### src/rtl/phy_regs_map.svh
// Purpose: register indices, field positions, reset values and timing counts
// Assumes: word index i sits at byte address 4*i on the register bus
// Notes:   definitions only
`ifndef PHY_REGS_MAP_SVH
`define PHY_REGS_MAP_SVH

`define IDX_FCTL       5'h00
`define IDX_CC2        5'h14
`define IDX_RXERR      5'h15
`define IDX_PAGE       5'h16
`define IDX_GINT       5'h17
`define IDX_ISTAT      5'h1d
`define IDX_IMASK      5'h1e

`define PAGE_COPPER    8'h00
`define PAGE_FIBER     8'h01

`define CC2_RST        16'h0020
`define CC2_KEEP_LINK  6
`define FC_RESET       15
`define FC_LPBK        14
`define FC_SPD_LSB     13
`define FC_SPD_MSB     6
`define SPD_MSB_RST    1'b1
`define SPD_LSB_RST    1'b0

`define MODE_100FX     2'b00
`define MODE_1000X     2'b01
`define MODE_AUTO      2'b10
`define MODE_RW        2'b11

`define RXERR_MAX      16'hffff

`define IRQ_W          3
`define IRQ_FC         0
`define IRQ_SE         1
`define IRQ_FRST       2

`define CLK_PERIOD_NS  5
`define FIBER_RST_NS   80
`define FIBER_RST_CYC  ((`FIBER_RST_NS + `CLK_PERIOD_NS - 1) / `CLK_PERIOD_NS)

`endif

### src/rtl/phy_regs_pkg.sv
// Purpose: types shared by the management register slice
// Assumes: phy_regs_map.svh supplies widths
// Notes:   apb field names kept as published
package phy_regs_pkg;
  `include "phy_regs_map.svh"

  typedef enum logic [1:0] {SPD_10, SPD_100, SPD_1000, SPD_RSVD} speed_e;
  typedef enum logic {FR_IDLE, FR_BUSY} frst_state_e;

  typedef struct packed {
    logic        psel;
    logic        penable;
    logic        pwrite;
    logic [11:0] paddr;
    logic [31:0] pwdata;
  } apb_req_s;

  typedef struct packed {
    logic        pready;
    logic        pslverr;
    logic [31:0] prdata;
  } apb_rsp_s;

  typedef struct packed {
    logic false_carrier;
    logic symbol_error;
  } rx_err_s;

  typedef struct packed {
    logic       valid;
    logic [7:0] data;
  } lb_data_s;

  typedef struct packed {
    logic [15:0] cnt;
  } cnt_state_s;

  typedef struct packed {
    frst_state_e st;
    logic [4:0]  cnt;
    logic        busy;
    logic        done;
  } frst_state_s;

  typedef struct packed {
    apb_rsp_s           rsp;
    logic [15:0]        cc2;
    logic [7:0]         page;
    logic [`IRQ_W-1:0]  int_st;
    logic [`IRQ_W-1:0]  int_mask;
    logic               irq;
    logic               lpbk;
    logic               spd_msb;
    logic               spd_lsb;
    speed_e             speed;
    lb_data_s           rx_out;
  } regs_state_s;
endpackage

### src/rtl/rx_error_counter.sv
// Purpose: saturating receive error counter, cleared by a read
// Assumes: error strobes come from logic on core_clk
// Notes:   an error in the clearing cycle is kept
`include "phy_regs_map.svh"
module rx_error_counter
  import phy_regs_pkg::*;
(
  input  wire logic        core_clk,
  input  wire logic        resetn,
  input  wire rx_err_s     err,
  input  wire logic        clear_rd,
  output logic      [15:0] count
);
  cnt_state_s s_q;
  cnt_state_s s_d;
  logic [1:0] inc;

  function automatic logic [15:0] sat_add(input logic [15:0] v, input logic [1:0] n);
    logic [16:0] sum;
    sum = {1'b0, v} + {15'h0000, n};
    sat_add = sum[16] ? `RXERR_MAX : sum[15:0];
  endfunction

  always_comb begin
    s_d = s_q;
    inc = {1'b0, err.false_carrier} + {1'b0, err.symbol_error};
    s_d.cnt = sat_add(clear_rd ? 16'h0000 : s_q.cnt, inc);
  end

  always_ff @(posedge core_clk or negedge resetn) begin
    if (!resetn) begin
      s_q <= '0;
    end else begin
      s_q <= s_d;
    end
  end

  assign count = s_q.cnt;
endmodule // rx_error_counter

### src/rtl/fiber_reset_seq.sv
// Purpose: self-clearing fiber soft reset sequencer
// Assumes: start is a one-cycle write strobe
// Notes:   starts while busy are ignored
`include "phy_regs_map.svh"
module fiber_reset_seq
  import phy_regs_pkg::*;
(
  input  wire logic core_clk,
  input  wire logic resetn,
  input  wire logic start,
  output logic      busy,
  output logic      done
);
  frst_state_s s_q;
  frst_state_s s_d;

  always_comb begin
    s_d = s_q;
    s_d.done = 1'b0;
    case (s_q.st)
      FR_IDLE: begin
        if (start) begin
          s_d.st   = FR_BUSY;
          s_d.busy = 1'b1;
          s_d.cnt  = 5'(`FIBER_RST_CYC - 1);
        end
      end
      FR_BUSY: begin
        if (s_q.cnt == 5'h00) begin
          s_d.st   = FR_IDLE;
          s_d.busy = 1'b0;
          s_d.done = 1'b1;
        end else begin
          s_d.cnt = s_q.cnt - 5'h01;
        end
      end
      default: begin
        s_d = '0;
      end
    endcase
  end

  always_ff @(posedge core_clk or negedge resetn) begin
    if (!resetn) begin
      s_q <= '0;
    end else begin
      s_q <= s_d;
    end
  end

  assign busy = s_q.busy;
  assign done = s_q.done;
endmodule // fiber_reset_seq

### src/rtl/phy_copper_fiber_ctrl_regs.sv
// Purpose: copper control 2, rx error count, page, global irq, fiber control
// Assumes: apb slave, no wait states; event inputs from core_clk logic
// Notes:   byte address = 4 * register index
//
// The APB slave port is this design's own decision.

`include "phy_regs_map.svh"
module phy_copper_fiber_ctrl_regs
  import phy_regs_pkg::*;
(
  input  wire logic       core_clk,
  input  wire logic       resetn,
  input  wire apb_req_s   apb_req,
  output apb_rsp_s        apb_rsp,
  input  wire rx_err_s    rx_err,
  input  wire logic [1:0] fiber_mode,
  input  wire logic       fiber_at_1000,
  input  wire logic       fiber_at_100,
  input  wire lb_data_s   int_tx,
  input  wire lb_data_s   line_rx,
  output lb_data_s        int_rx,
  output logic            keep_link_on_short_ipg,
  output logic [3:0]      tx_polarity_invert,
  output logic            fiber_sm_reset,
  output logic            fiber_loopback,
  output logic            fiber_line_link_break,
  output speed_e          fiber_speed,
  output logic [7:0]      page_sel,
  output logic            irq
);
  // ****************************************
  // declarations
  // ****************************************
  regs_state_s        s_q;
  regs_state_s        s_d;
  logic               setup;
  logic               acc;
  logic               hit;
  logic               wr_en;
  logic [4:0]         idx;
  logic               clr_rd;
  logic               frst_go;
  logic               frst_busy;
  logic               frst_done;
  logic [15:0]        err_cnt;
  logic               msb_eff;
  logic               lsb_eff;
  logic [`IRQ_W-1:0]  ev;
  logic [`IRQ_W-1:0]  w1c;

  // ****************************************
  // helpers
  // ****************************************
  function automatic logic reg_hit(input logic [11:0] a, input logic [7:0] pg);
    logic [4:0] i;
    i = a[6:2];
    reg_hit = (a[11:7] == 5'h00) && (a[1:0] == 2'b00) &&
              (i == `IDX_PAGE || i == `IDX_ISTAT || i == `IDX_IMASK ||
               (pg == `PAGE_COPPER &&
                (i == `IDX_CC2 || i == `IDX_RXERR || i == `IDX_GINT)) ||
               (pg == `PAGE_FIBER && i == `IDX_FCTL));
  endfunction

  function automatic logic spd_bit(input logic [1:0] m, input logic live,
                                   input logic stored, input logic c00);
    case (m)
      `MODE_100FX: spd_bit = c00;
      `MODE_1000X: spd_bit = ~c00;
      `MODE_AUTO:  spd_bit = live;
      default:     spd_bit = stored;
    endcase
  endfunction

  function automatic speed_e speed_of(input logic msb, input logic lsb);
    case ({msb, lsb})
      2'b10:   speed_of = SPD_1000;
      2'b01:   speed_of = SPD_100;
      2'b00:   speed_of = SPD_10;
      default: speed_of = SPD_RSVD;
    endcase
  endfunction

  // ****************************************
  // submodules
  // ****************************************
  rx_error_counter u_rx_err (
    .core_clk (core_clk),
    .resetn   (resetn),
    .err      (rx_err),
    .clear_rd (clr_rd),
    .count    (err_cnt)
  );

  fiber_reset_seq u_frst (
    .core_clk (core_clk),
    .resetn   (resetn),
    .start    (frst_go),
    .busy     (frst_busy),
    .done     (frst_done)
  );

  // ****************************************
  // register file
  // ****************************************
  always_comb begin
    s_d     = s_q;
    setup   = apb_req.psel & ~apb_req.penable;
    acc     = apb_req.psel & apb_req.penable & s_q.rsp.pready;
    idx     = apb_req.paddr[6:2];
    hit     = reg_hit(apb_req.paddr, s_q.page);
    wr_en   = acc & apb_req.pwrite & hit;
    clr_rd  = setup & ~apb_req.pwrite & hit & (idx == `IDX_RXERR) &
              (s_q.page == `PAGE_COPPER);
    frst_go = wr_en & (idx == `IDX_FCTL) & (s_q.page == `PAGE_FIBER) &
              apb_req.pwdata[`FC_RESET];
    msb_eff = spd_bit(fiber_mode, fiber_at_1000, s_q.spd_msb, 1'b0);
    lsb_eff = spd_bit(fiber_mode, fiber_at_100, s_q.spd_lsb, 1'b1);
    ev      = '0;
    w1c     = '0;
    ev[`IRQ_FC]   = rx_err.false_carrier;
    ev[`IRQ_SE]   = rx_err.symbol_error;
    ev[`IRQ_FRST] = frst_done;

    // no wait state: answer registered in setup, shown in access
    s_d.rsp.pready = setup;
    if (setup) begin
      s_d.rsp.pslverr = ~hit;
      s_d.rsp.prdata  = '0;
      if (hit & ~apb_req.pwrite) begin
        if (idx == `IDX_PAGE) begin
          s_d.rsp.prdata = {24'h000000, s_q.page};
        end else if (idx == `IDX_ISTAT) begin
          s_d.rsp.prdata[`IRQ_W-1:0] = s_q.int_st;
        end else if (idx == `IDX_IMASK) begin
          s_d.rsp.prdata[`IRQ_W-1:0] = s_q.int_mask;
        end else if (idx == `IDX_CC2) begin
          s_d.rsp.prdata[15:0] = s_q.cc2;
        end else if (idx == `IDX_RXERR) begin
          s_d.rsp.prdata[15:0] = err_cnt;
        end else if (idx == `IDX_GINT) begin
          s_d.rsp.prdata[0] = s_q.irq;
        end else begin
          s_d.rsp.prdata[`FC_RESET]   = frst_busy;
          s_d.rsp.prdata[`FC_LPBK]    = s_q.lpbk;
          s_d.rsp.prdata[`FC_SPD_LSB] = lsb_eff;
          s_d.rsp.prdata[`FC_SPD_MSB] = msb_eff;
        end
      end
    end else if (acc) begin
      s_d.rsp.pslverr = 1'b0;
    end

    if (wr_en) begin
      if (idx == `IDX_PAGE) begin
        s_d.page = apb_req.pwdata[7:0];
      end else if (idx == `IDX_ISTAT) begin
        w1c = apb_req.pwdata[`IRQ_W-1:0];
      end else if (idx == `IDX_IMASK) begin
        s_d.int_mask = apb_req.pwdata[`IRQ_W-1:0];
      end else if (idx == `IDX_CC2) begin
        s_d.cc2 = apb_req.pwdata[15:0];
      end else if (idx == `IDX_FCTL) begin
        s_d.lpbk = apb_req.pwdata[`FC_LPBK];
        if (fiber_mode == `MODE_RW) begin
          s_d.spd_msb = apb_req.pwdata[`FC_SPD_MSB];
          s_d.spd_lsb = apb_req.pwdata[`FC_SPD_LSB];
        end
      end
    end
    if (frst_busy) begin
      s_d.lpbk = 1'b0;
    end

    // set wins over clear
    s_d.int_st = (s_q.int_st & ~w1c) | ev;
    s_d.irq    = |(s_q.int_st & s_q.int_mask);

    // ****************************************
    // fiber speed and loopback path
    // ****************************************
    if (s_q.lpbk && fiber_mode == `MODE_1000X) begin
      s_d.speed = SPD_1000;
    end else if (s_q.lpbk && fiber_mode == `MODE_100FX) begin
      s_d.speed = SPD_100;
    end else begin
      s_d.speed = speed_of(msb_eff, lsb_eff);
    end
    s_d.rx_out = s_q.lpbk ? int_tx : line_rx;
  end

  always_ff @(posedge core_clk or negedge resetn) begin
    if (!resetn) begin
      s_q         <= '0;
      s_q.cc2     <= `CC2_RST;
      s_q.page    <= `PAGE_COPPER;
      s_q.spd_msb <= `SPD_MSB_RST;
      s_q.spd_lsb <= `SPD_LSB_RST;
      s_q.speed   <= SPD_10;
    end else begin
      s_q <= s_d;
    end
  end

  // ****************************************
  // outputs
  // ****************************************
  assign apb_rsp                = s_q.rsp;
  assign keep_link_on_short_ipg = s_q.cc2[`CC2_KEEP_LINK];
  assign tx_polarity_invert     = s_q.cc2[3:0];
  assign fiber_sm_reset         = frst_busy;
  assign fiber_loopback         = s_q.lpbk;
  assign fiber_line_link_break  = s_q.lpbk;
  assign fiber_speed            = s_q.speed;
  assign int_rx                 = s_q.rx_out;
  assign page_sel               = s_q.page;
  assign irq                    = s_q.irq;
endmodule // phy_copper_fiber_ctrl_regs

### config.mk
export PLATFORM = sky130hd
export DESIGN_NAME = phy_copper_fiber_ctrl_regs
export DESIGN_NICKNAME = d
export VERILOG_FILES = /design/src/rtl/phy_regs_pkg.sv /design/src/rtl/rx_error_counter.sv /design/src/rtl/fiber_reset_seq.sv /design/src/rtl/phy_copper_fiber_ctrl_regs.sv
export VERILOG_INCLUDE_DIRS = /design/src /design/src/rtl
export SDC_FILE = /design/constraint.sdc
export NUM_CORES = 1
export LEC_CHECK = 0
export BUFFER_PORTS_ARGS = -buffer_cell sky130_fd_sc_hd__buf_2
export CAP_MARGIN = 20
export CORE_MARGIN = 2
export CORE_UTILIZATION = 50
export DETAILED_ROUTE_END_ITERATION = 8
export HOLD_SLACK_MARGIN = 0.08
export PLACE_DENSITY_LB_ADDON = 0.25
export SYNTH_ARGS = -nofsm -noshare
export SYNTH_HDL_FRONTEND = slang
export SYNTH_SLANG_ARGS = --single-unit
### constraint.sdc
create_clock -name core_clk -period 7.69 [get_ports core_clk]
set_input_delay 2.307 -clock core_clk [delete_from_list [all_inputs] [get_ports core_clk]]
set_output_delay 2.307 -clock core_clk [all_outputs]
set_load 0.02 [all_outputs]
After elaboration in Yosys (flattened, before gate mapping)
Cells that the tools add are included.
{"block": "op_classes", "n_addsub": 3, "n_mul": 0, "n_div": 0, "magnitude_cmp": 0, "eq_ne": 19, "shift": 0, "n_mux": 42, "n_bitwise": 25, "n_reduce_logical": 30}
{"op": "2-to-1 mux 16 bit", "n": 5}
{"op": "2-to-1 mux 3 bit", "n": 13}
{"op": "equality test 5 bit, second input constant", "n": 6}
{"op": "2-to-1 mux 13 bit", "n": 2}
{"op": "adder 16 x 2 -> 17 bit", "n": 1}
{"op": "zero test 5 bit", "n": 3}
{"op": "one-hot mux 7 bit (2 select lines)", "n": 1}
{"op": "AND 1 bit", "n": 13}
{"op": "2-to-1 mux 5 bit", "n": 2}
{"op": "2-to-1 mux 1 bit", "n": 9}
{"op": "2-to-1 mux 9 bit", "n": 1}
{"op": "equality test 8 x 1 -> 1 bit, second input constant", "n": 1}
{"op": "zero test 8 bit", "n": 1}
{"op": "2-to-1 mux 2 bit", "n": 4}
{"op": "!= test 2 x 1 -> 1 bit, second input constant", "n": 4}
{"op": "NOT 1 bit", "n": 8}
{"op": "2-to-1 mux 7 bit", "n": 1}
{"op": "AND reduction 7 bit", "n": 1}
{"op": "AND 3 bit", "n": 2}
{"op": "equality test 2 bit, second input constant", "n": 3}
{"op": "logical AND 1 bit", "n": 6}
{"op": "zero test 2 bit", "n": 3}
{"op": "logical OR 1 bit", "n": 6}
{"op": "2-to-1 mux 6 bit", "n": 1}
{"op": "14 further kinds", "n": 22}
{"block": "word_totals", "reg_bits": 103, "latch_bits": 0, "mem_bits_rw": 0, "rom_bits": 0, "inputBits": 73, "output_inout_bits": 62, "wordCells": 138, "mem_count": 0}

Logic depth before layout (Yosys ltp)
Gate-level depths: netlist of the first run.
{"block": "logic_depth", "word_depth": 13, "depth_mapped": 14, "mapped_depth_nobuf": 11}

Hierarchy
Synthesis of the first run repeated with hierarchy kept, for this count alone.
{"block": "hier_totals", "hier_cells": 449, "area_unflattened_um2": 4793.3}
{"mod": "phy_copper_fiber_ctrl_regs", "instances": 1, "cells_each": 318, "area_per_inst_um2": 3484.6, "seq_area_each_um2": 1579.0}
{"mod": "rx_error_counter", "instances": 1, "cells_each": 91, "area_per_inst_um2": 894.6, "seq_area_each_um2": 400.4}
{"mod": "fiber_reset_seq", "instances": 1, "cells_each": 40, "area_per_inst_um2": 414.1, "seq_area_each_um2": 200.2}

Worst setup path after synthesis of the first run
OpenSTA, ideal clock, no wires.
{"block": "synth_path", "kind": "input to register", "startpoint": "input port apb_req[45] (netlist bit)", "endpoint": "register u_rx_err.s_q (netlist bit u_rx_err.count[7])", "setup_ns": 0.127, "arrival_ns": 5.061, "required_ns": 7.563, "setup_slack_ns": 2.501, "stages": 14, "n_path_buf": 3, "path_cell_list": "nand2b_1 buf_2 inv_2 nand4b_1 or4_1 clkbuf_1 and2_1 fa_1 ha_1 and3_1 clkbuf_1 nand2_1 a31oi_1 or2_2"}
{"element": "from (decl)", "line": "phy_copper_fiber_ctrl_regs.sv:13", "rtl": "input wire apb_req_s apb_req,"}
{"element": "to (signal assigned)", "line": "rx_error_counter.sv:32", "rtl": "s_q <= '0;"}
{"element": "to (signal assigned)", "line": "rx_error_counter.sv:34", "rtl": "s_q <= s_d;"}
{"element": "to (decl)", "line": "rx_error_counter.sv:14", "rtl": "cnt_state_s s_q;"}

==> results of run 1 <==
[layout make-up]
type	count	area (sq um)	area share, %
flip-flops and latches	87	2180	43.4
clock inverters	7	61.3	1.22
well taps	111	139	2.76
repair buffers	106	541	10.8
multi-input cells	285	1940	38.5
clock buffers	9	124	2.46
inverters	12	45.0	0.896
[metrics by stage]
step / hold slack [ps] / std cells / util, % / worst slack, ps
floorplan: 408 / 456 / - / 2500
global placement: 462 / 600 / 53.1 / 1620
detailed placement: 455 / 600 / 53.1 / 1560
CTS: 477 / 616 / 55.1 / 1950
global route: 498 / 617 / 55.2 / 1740
finish: 482 / 617 / 55.2 / 1870
[power groups by stage]
stage	combinational (uW)	clock [uW]	sequential (uW)
after floorplan	108	0	511
after global placement	138	0	520
after detailed placement	143	0	522
after CTS	143	314	512
after global routing	159	332	516
final	143	305	514
[cell usage after synthesis (3+ instances only)]
cell	number
nor2b_1	3
o211ai_1	4
mux2_2	28
xnor2_1	3
nand3b_1	3
inv_1	11
or3_1	4
buf_2	6
mux2_1	10
o21ai_0	25
or4_1	3
and3_1	4
nand3_1	14
nand2_1	40
a21oi_1	12
nor2_1	18
nor4_1	7
buf_4	58
nand4_1	4
dfrtp_1	85
nand2b_1	8
o41ai_1	4
nor3_1	11
or2_2	4
a31oi_1	3
clkbuf_1	7
mux2i_1	20
a22oi_1	5
[worst min-delay path by stage]
stage / start / endpoint / slack, ps / depth (start not counted)
final: apb_rsp[14]$_DFFE_PN0P_ / apb_rsp[14]$_DFFE_PN0P_ / 480 / 2
after global routing: u_frst.s_q[6]$_DFFE_PN0P_ / u_frst.done$_DFF_PN0_ / 500 / 1
after CTS: u_frst.s_q[6]$_DFFE_PN0P_ / u_frst.done$_DFF_PN0_ / 480 / 1
after detailed placement: u_frst.s_q[6]$_DFFE_PN0P_ / u_frst.done$_DFF_PN0_ / 450 / 1
after global placement: u_frst.s_q[6]$_DFFE_PN0P_ / u_frst.done$_DFF_PN0_ / 460 / 1
after floorplan: u_frst.done$_DFF_PN0_ / s_q[20]$_DFF_PN0_ / 410 / 1
[metal layers]
layer  GRT usage [%]  wire length [um]
met1            28.4              4660
met5               0                 0
met3            4.04               663
met4            6.95               150
met2            32.2              4550
[flip-flops by register name (all words and copies together) (netlist names)]
name / count
u_frst.done: 1
keep_link_on_short_ipg: 1
page_sel: 8
fiber_line_link_break: 1
s_q: 19
fiber_speed: 2
int_rx: 9
u_frst.s_q: 6
u_rx_err.count: 16
u_frst.busy: 1
irq: 1
tx_polarity_invert: 4
apb_rsp: 18
[critical path, cell delays in order]
cell,delay [ps]
buf_2,100
nand2b_1,560
inv_2,240
nand4b_1,270
or4_1,720
and2_1,250
fa_1,420
ha_1,250
and3_1,310
nand2_1,220
a31oi_1,110
or2_2,310
[kinds of logic after synthesis]
| family | synth area share [%] |
|---|---|
| xor+xnor | 0.760 |
| simple gates | 16.4 |
| buf+inv | 11.9 |
| other cells | 0.0814 |
| mux | 13.6 |
| fa+ha+maj | 0.977 |
| compound gates | 8.93 |
| flops | 47.3 |
==> metrics.yaml, run 1 <==
run_status:
  status: "finished, final reports clean"
timing:
  setup_tns_ps: 0
  period_share_pct: 75.7
  finalHoldViolCount: 0
  slew_headroom_pct: 35.7
  worst_slew_pin_slew_ps: 956
  finClkSkew_ps: 10.4
  fmax_ghz: 0.172
  min_period_ps: 5820
  rsz0062_at_grt: "false"
  final_max_slew_viol_count: 0
  setup_viol: 0
power:
  leakagePower_uw: 0.00250
  seq_power_share_pct: 53.4
  powerDensity_nw_per_um2: 191
  p_comb_share_pct: 14.9
  internal_power_uw: 665
  fin_total_pwr_uw: 962
  p_clk_share_pct: 31.7
  p_sw_uw: 297
  swShare_pct: 30.9
  vdd_drop_max_uv: 78.1
yosys:
  syn_area_per_cell_sq_um: 10.4
  yosysWarnings: 0
  synth_edf_count: 0
  synthCells: 441
  syn_area_sq_um: 4610
  seq_area_frac_synth_pct: 47.3
  yosysUniqueCellTypes: 55
  synth-main-ff-cell: "dfrtp_1"
  yosysTopAreaCellShare_pct: 46.2
  synth.area.top_cells: "dfrtp_1, buf_4, mux2_2, mux2i_1, nand2_1"
  ys_seq_elements: 87
  synth_largest_area_cell: "dfrtp_1"
  synthArstFlopShare_pct: 100
place:
  port_buffers: 102
  dpl_cell_area_sq_um: 4840
  globalplace.congestion: 0.863
  hpwlAfterDp_um: 7220
worst_setup_path:
  worstPathRequired_ps: 7950
  end_kind: "register"
  reg2reg_slack_ps: 3950
  critPathMaxFanout: 18
  critPathKind: "in -> reg"
  r2r_cells: 10
  crit_arrival_ps: 6080
  crit_path_end: "u_rx_err.count[7]$_DFF_PN0_"
  startpoint_type: "input pin"
  r2r_start: "page_sel[5]$_DFFE_PN0P_"
  critPathLaunch: "apb_req[45]"
  reg2reg_to: "u_rx_err.count[7]$_DFF_PN0_"
floorplan:
  die_x_um: 100
  core_sq_um: 9110
  row_count: 35
  top_level_ports: 135
  initial_core_util_pct: 50.6
  die-area_sq_um: 10000
  die_h_um: 100
layout:
  fin_nets: 577
  syn_to_final_growth_pct: 9.07
  stdcell_area_sq_um: 5030
  final_cell_mix: "buf_2, dfrtp_1, nand2_1"
  final_common_cell: "buf_2"
  drive_gt1_share_pct: 32.4
  fillers: 833
  diodes: 0
grt:
  antenna_found_initial: 0
  grtUsageTotal_pct: 20.4
  grt_max_degree: 47
  grt_pass1_vias: 3206
  grt_pass1_wl_um: 15900
  overflow: 0
route:
  first_iter_violations: 146
  vias: 3420
  drcViolationCount: 0
  wirelength_um: 10000
  avgViaCountPerCell: 5.54
  wl_per_cell_um: 16.2
  first_pass_iters: 5
  ant_nets: 0
clock_network:
  cts_hold_buf: 0
  ctsResizeCount: 0
  cts_root_buf: "clkbuf_8"
  insertion_delay_ps: 370
  h-tree-depth: 3
  numCtsBuffers: 9
  post-cts-setup-buffers: 0
  cts.clk_slew.worst_paths_ps: 90
  cts.sinks: 87
  cts_tree: "yes"
  max-clock-path-buffers: 2
flow_run:
  maxCapViolations: 0
min_path:
  hp-class: "reg -> reg"
Power figures use the tool's default switching activity.
==> run 2, diff against run 1 <==
- CORE_UTILIZATION: 50 -> 47
- clock period: 7.69 -> 5.1 ns (I/O delays scaled with it)
==> run 2 against run 1 <==
Net effect:
- first-iteration DRC count increased by 21%
- total power rose by 60%
- largest power group unchanged
- flip-flop and latch count stayed put
- non-clock buffer count rose by 3
- sequential power increased by 50%
- die area grew 6.1%
- global-route usage fell by 0.15 points
- clock power up 80%
- setup slack worse by 990 ps
==> metrics.yaml, run 2 (synthesis results as in run 1) <==
worst_setup_path:
  end_kind: "register"
  r2r_cells: 10
  crit_top_cell: "nand2_1"
  crit_slowest_cell: "or4_1"
  critPathLaunch: "apb_req[37]"
  crit_family: "simple AND/OR/NAND/NOR gates"
  crit_arrival_ps: 4460
  cpPeakStageDelay_ps: 470
  startpoint_type: "input pin"
  path_buf_inv: 1
  worstPathCellList: "buf_2 > nor4bb_1 > nand2_1 > or4_1 > and2_1 > fa_1 > ha_1 > and3_1 > nand2_1 > a31oi_1 > or2_2"
  critPathKind: "in -> reg"
  worstPathRequired_ps: 5340
  r2r_start: "page_sel[5]$_DFFE_PN0P_"
  cp_num_cells: 11
  critPathMaxFanout: 13
clock_network:
  cts_tree: "yes"
  max-clock-path-buffers: 2
  cts_root_buf: "clkbuf_8"
  h-tree-depth: 3
  numCtsBuffers: 9
  ctsResizeCount: 0
  cts.sinks: 87
  cts_hold_buf: 0
  post-cts-setup-buffers: 0
  cts.clk_slew.worst_paths_ps: 90
  insertion_delay_ps: 350
layout:
  top_register: "s_q"
  final_common_cell: "buf_2"
  final_core_util_pct: 53.1
  final_cell_mix: "buf_2, dfrtp_1, nand2_1"
  fin_nets: 580
  diodes: 0
  largest_reg_flops: 19
  syn_to_final_growth_pct: 11.1
  drive_gt1_share_pct: 32.8
grt:
  antenna_found_initial: 0
  grtUsageTotal_pct: 20.2
  grt_pass1_vias: 3287
  overflow: 0
  grt_pass1_wl_um: 16500
  grt_max_degree: 60
timing:
  slew_headroom_pct: 35.0
  finClkSkew_ps: 6.76
  setup_viol: 0
  worst_slew_pin_slew_ps: 962
  min_period_ps: 4220
  finalHoldViolCount: 0
  fmax_ghz: 0.237
  period_share_pct: 82.8
  rsz0062_at_grt: "false"
  fin_ws_ps: 878
  final_max_slew_viol_count: 0
  setup_tns_ps: 0
min_path:
  holdCritStartpoint: "apb_rsp[10]$_DFFE_PN0P_"
  hp-class: "reg -> reg"
  hold_depth: 2
run_status:
  status: "finished, final reports clean"
floorplan:
  die-area_sq_um: 10600
  row_count: 36
  initial_core_util_pct: 47.8
  die_h_um: 103
  die_x_um: 103
  core_sq_um: 9640
  top_level_ports: 135
route:
  ant_nets: 0
  wl_per_cell_um: 15.9
  wirelength_um: 10200
  first_iter_violations: 176
  drcViolationCount: 0
  avgViaCountPerCell: 5.29
  vias: 3398
  first_pass_iters: 5
place:
  dp_slack_ps: 519
  hpwlAfterDp_um: 7360
  port_buffers: 102
  globalplace.congestion: 0.842
power:
  vdd_drop_max_uv: 136
  leakagePower_uw: 0.00254
  powerDensity_nw_per_um2: 300
flow_run:
  maxCapViolations: 0
run 2: changes by cell type in the layout (fill, tap and decap cells not counted):
cell        change
clkinvlp_4      -1
bufinv_16       +2
buf_4           +4
inv_8           -1
clkbuf_2        -1
run 2: area by class of cell:
class / count / area [sq um]
Multi-Input combinational cell: 285 / 1940
Tap cell: 133 / 166
Sequential cell: 87 / 2180
Timing Repair Buffer: 109 / 566
Inverter: 12 / 45.0
Clock buffer: 9 / 124
Clock inverter: 7 / 103
Fill cell: 908 / 4520
run 2: path summary, 6_finish.rpt:
path,slack (ps),to
worst max-delay path,880,u_rx_err.count[7]$_DFF_PN0_
worst min register to register,480,apb_rsp[10]$_DFFE_PN0P_
max in group asynchronous,2960,s_q[34]$_DFFE_PN1P_
worst max register to register,1540,u_rx_err.count[7]$_DFF_PN0_
min in group asynchronous,1230,s_q[40]$_DFFE_PN0P_
worst min-delay path,480,apb_rsp[10]$_DFFE_PN0P_
run 2: per-layer routing:
| metal | track usage (%) | share of wire, % | vias to the layer above |
|---|---|---|---|
| met2 | 32.2 | 45 | 133 |
| met4 | 8.10 | 2.1 | 0 |
| met3 | 3.19 | 6.5 | 23 |
| li1 | - | - | 1618 |
| met1 | 27.9 | 47 | 1624 |
| met5 | 0 | 0 | - |
run 2: power by group:
group	switching [uW]	leakage (uW)	internal [uW]
Clock	265	0.000111	283
Sequential	44.8	0.00113	727
Combinational	129	0.00130	88.3
run 2: through the flow:
step / power [uW] / instance area, sq um / cells / hold WS (ps)
2_1_floorplan: 933 / 4660 / 456 / 408
3_3_place_gp: 994 / 4890 / 626 / 459
3_5_place_dp: 1000 / 4890 / 626 / 451
4_1_cts: 1550 / 5120 / 642 / 479
5_1_grt: 1610 / 5120 / 642 / 499
6_report: 1540 / 5120 / 642 / 479
run 2: worst reg2reg max path: stages (launching register included):
cell and delay (ps):
dfrtp_1 440, nor4_2 440, nand2_1 210, or4_1 590
and2_1 200, fa_1 410, ha_1 240, and3_1 300
nand2_1 210, a31oi_1 90, or2_2 310
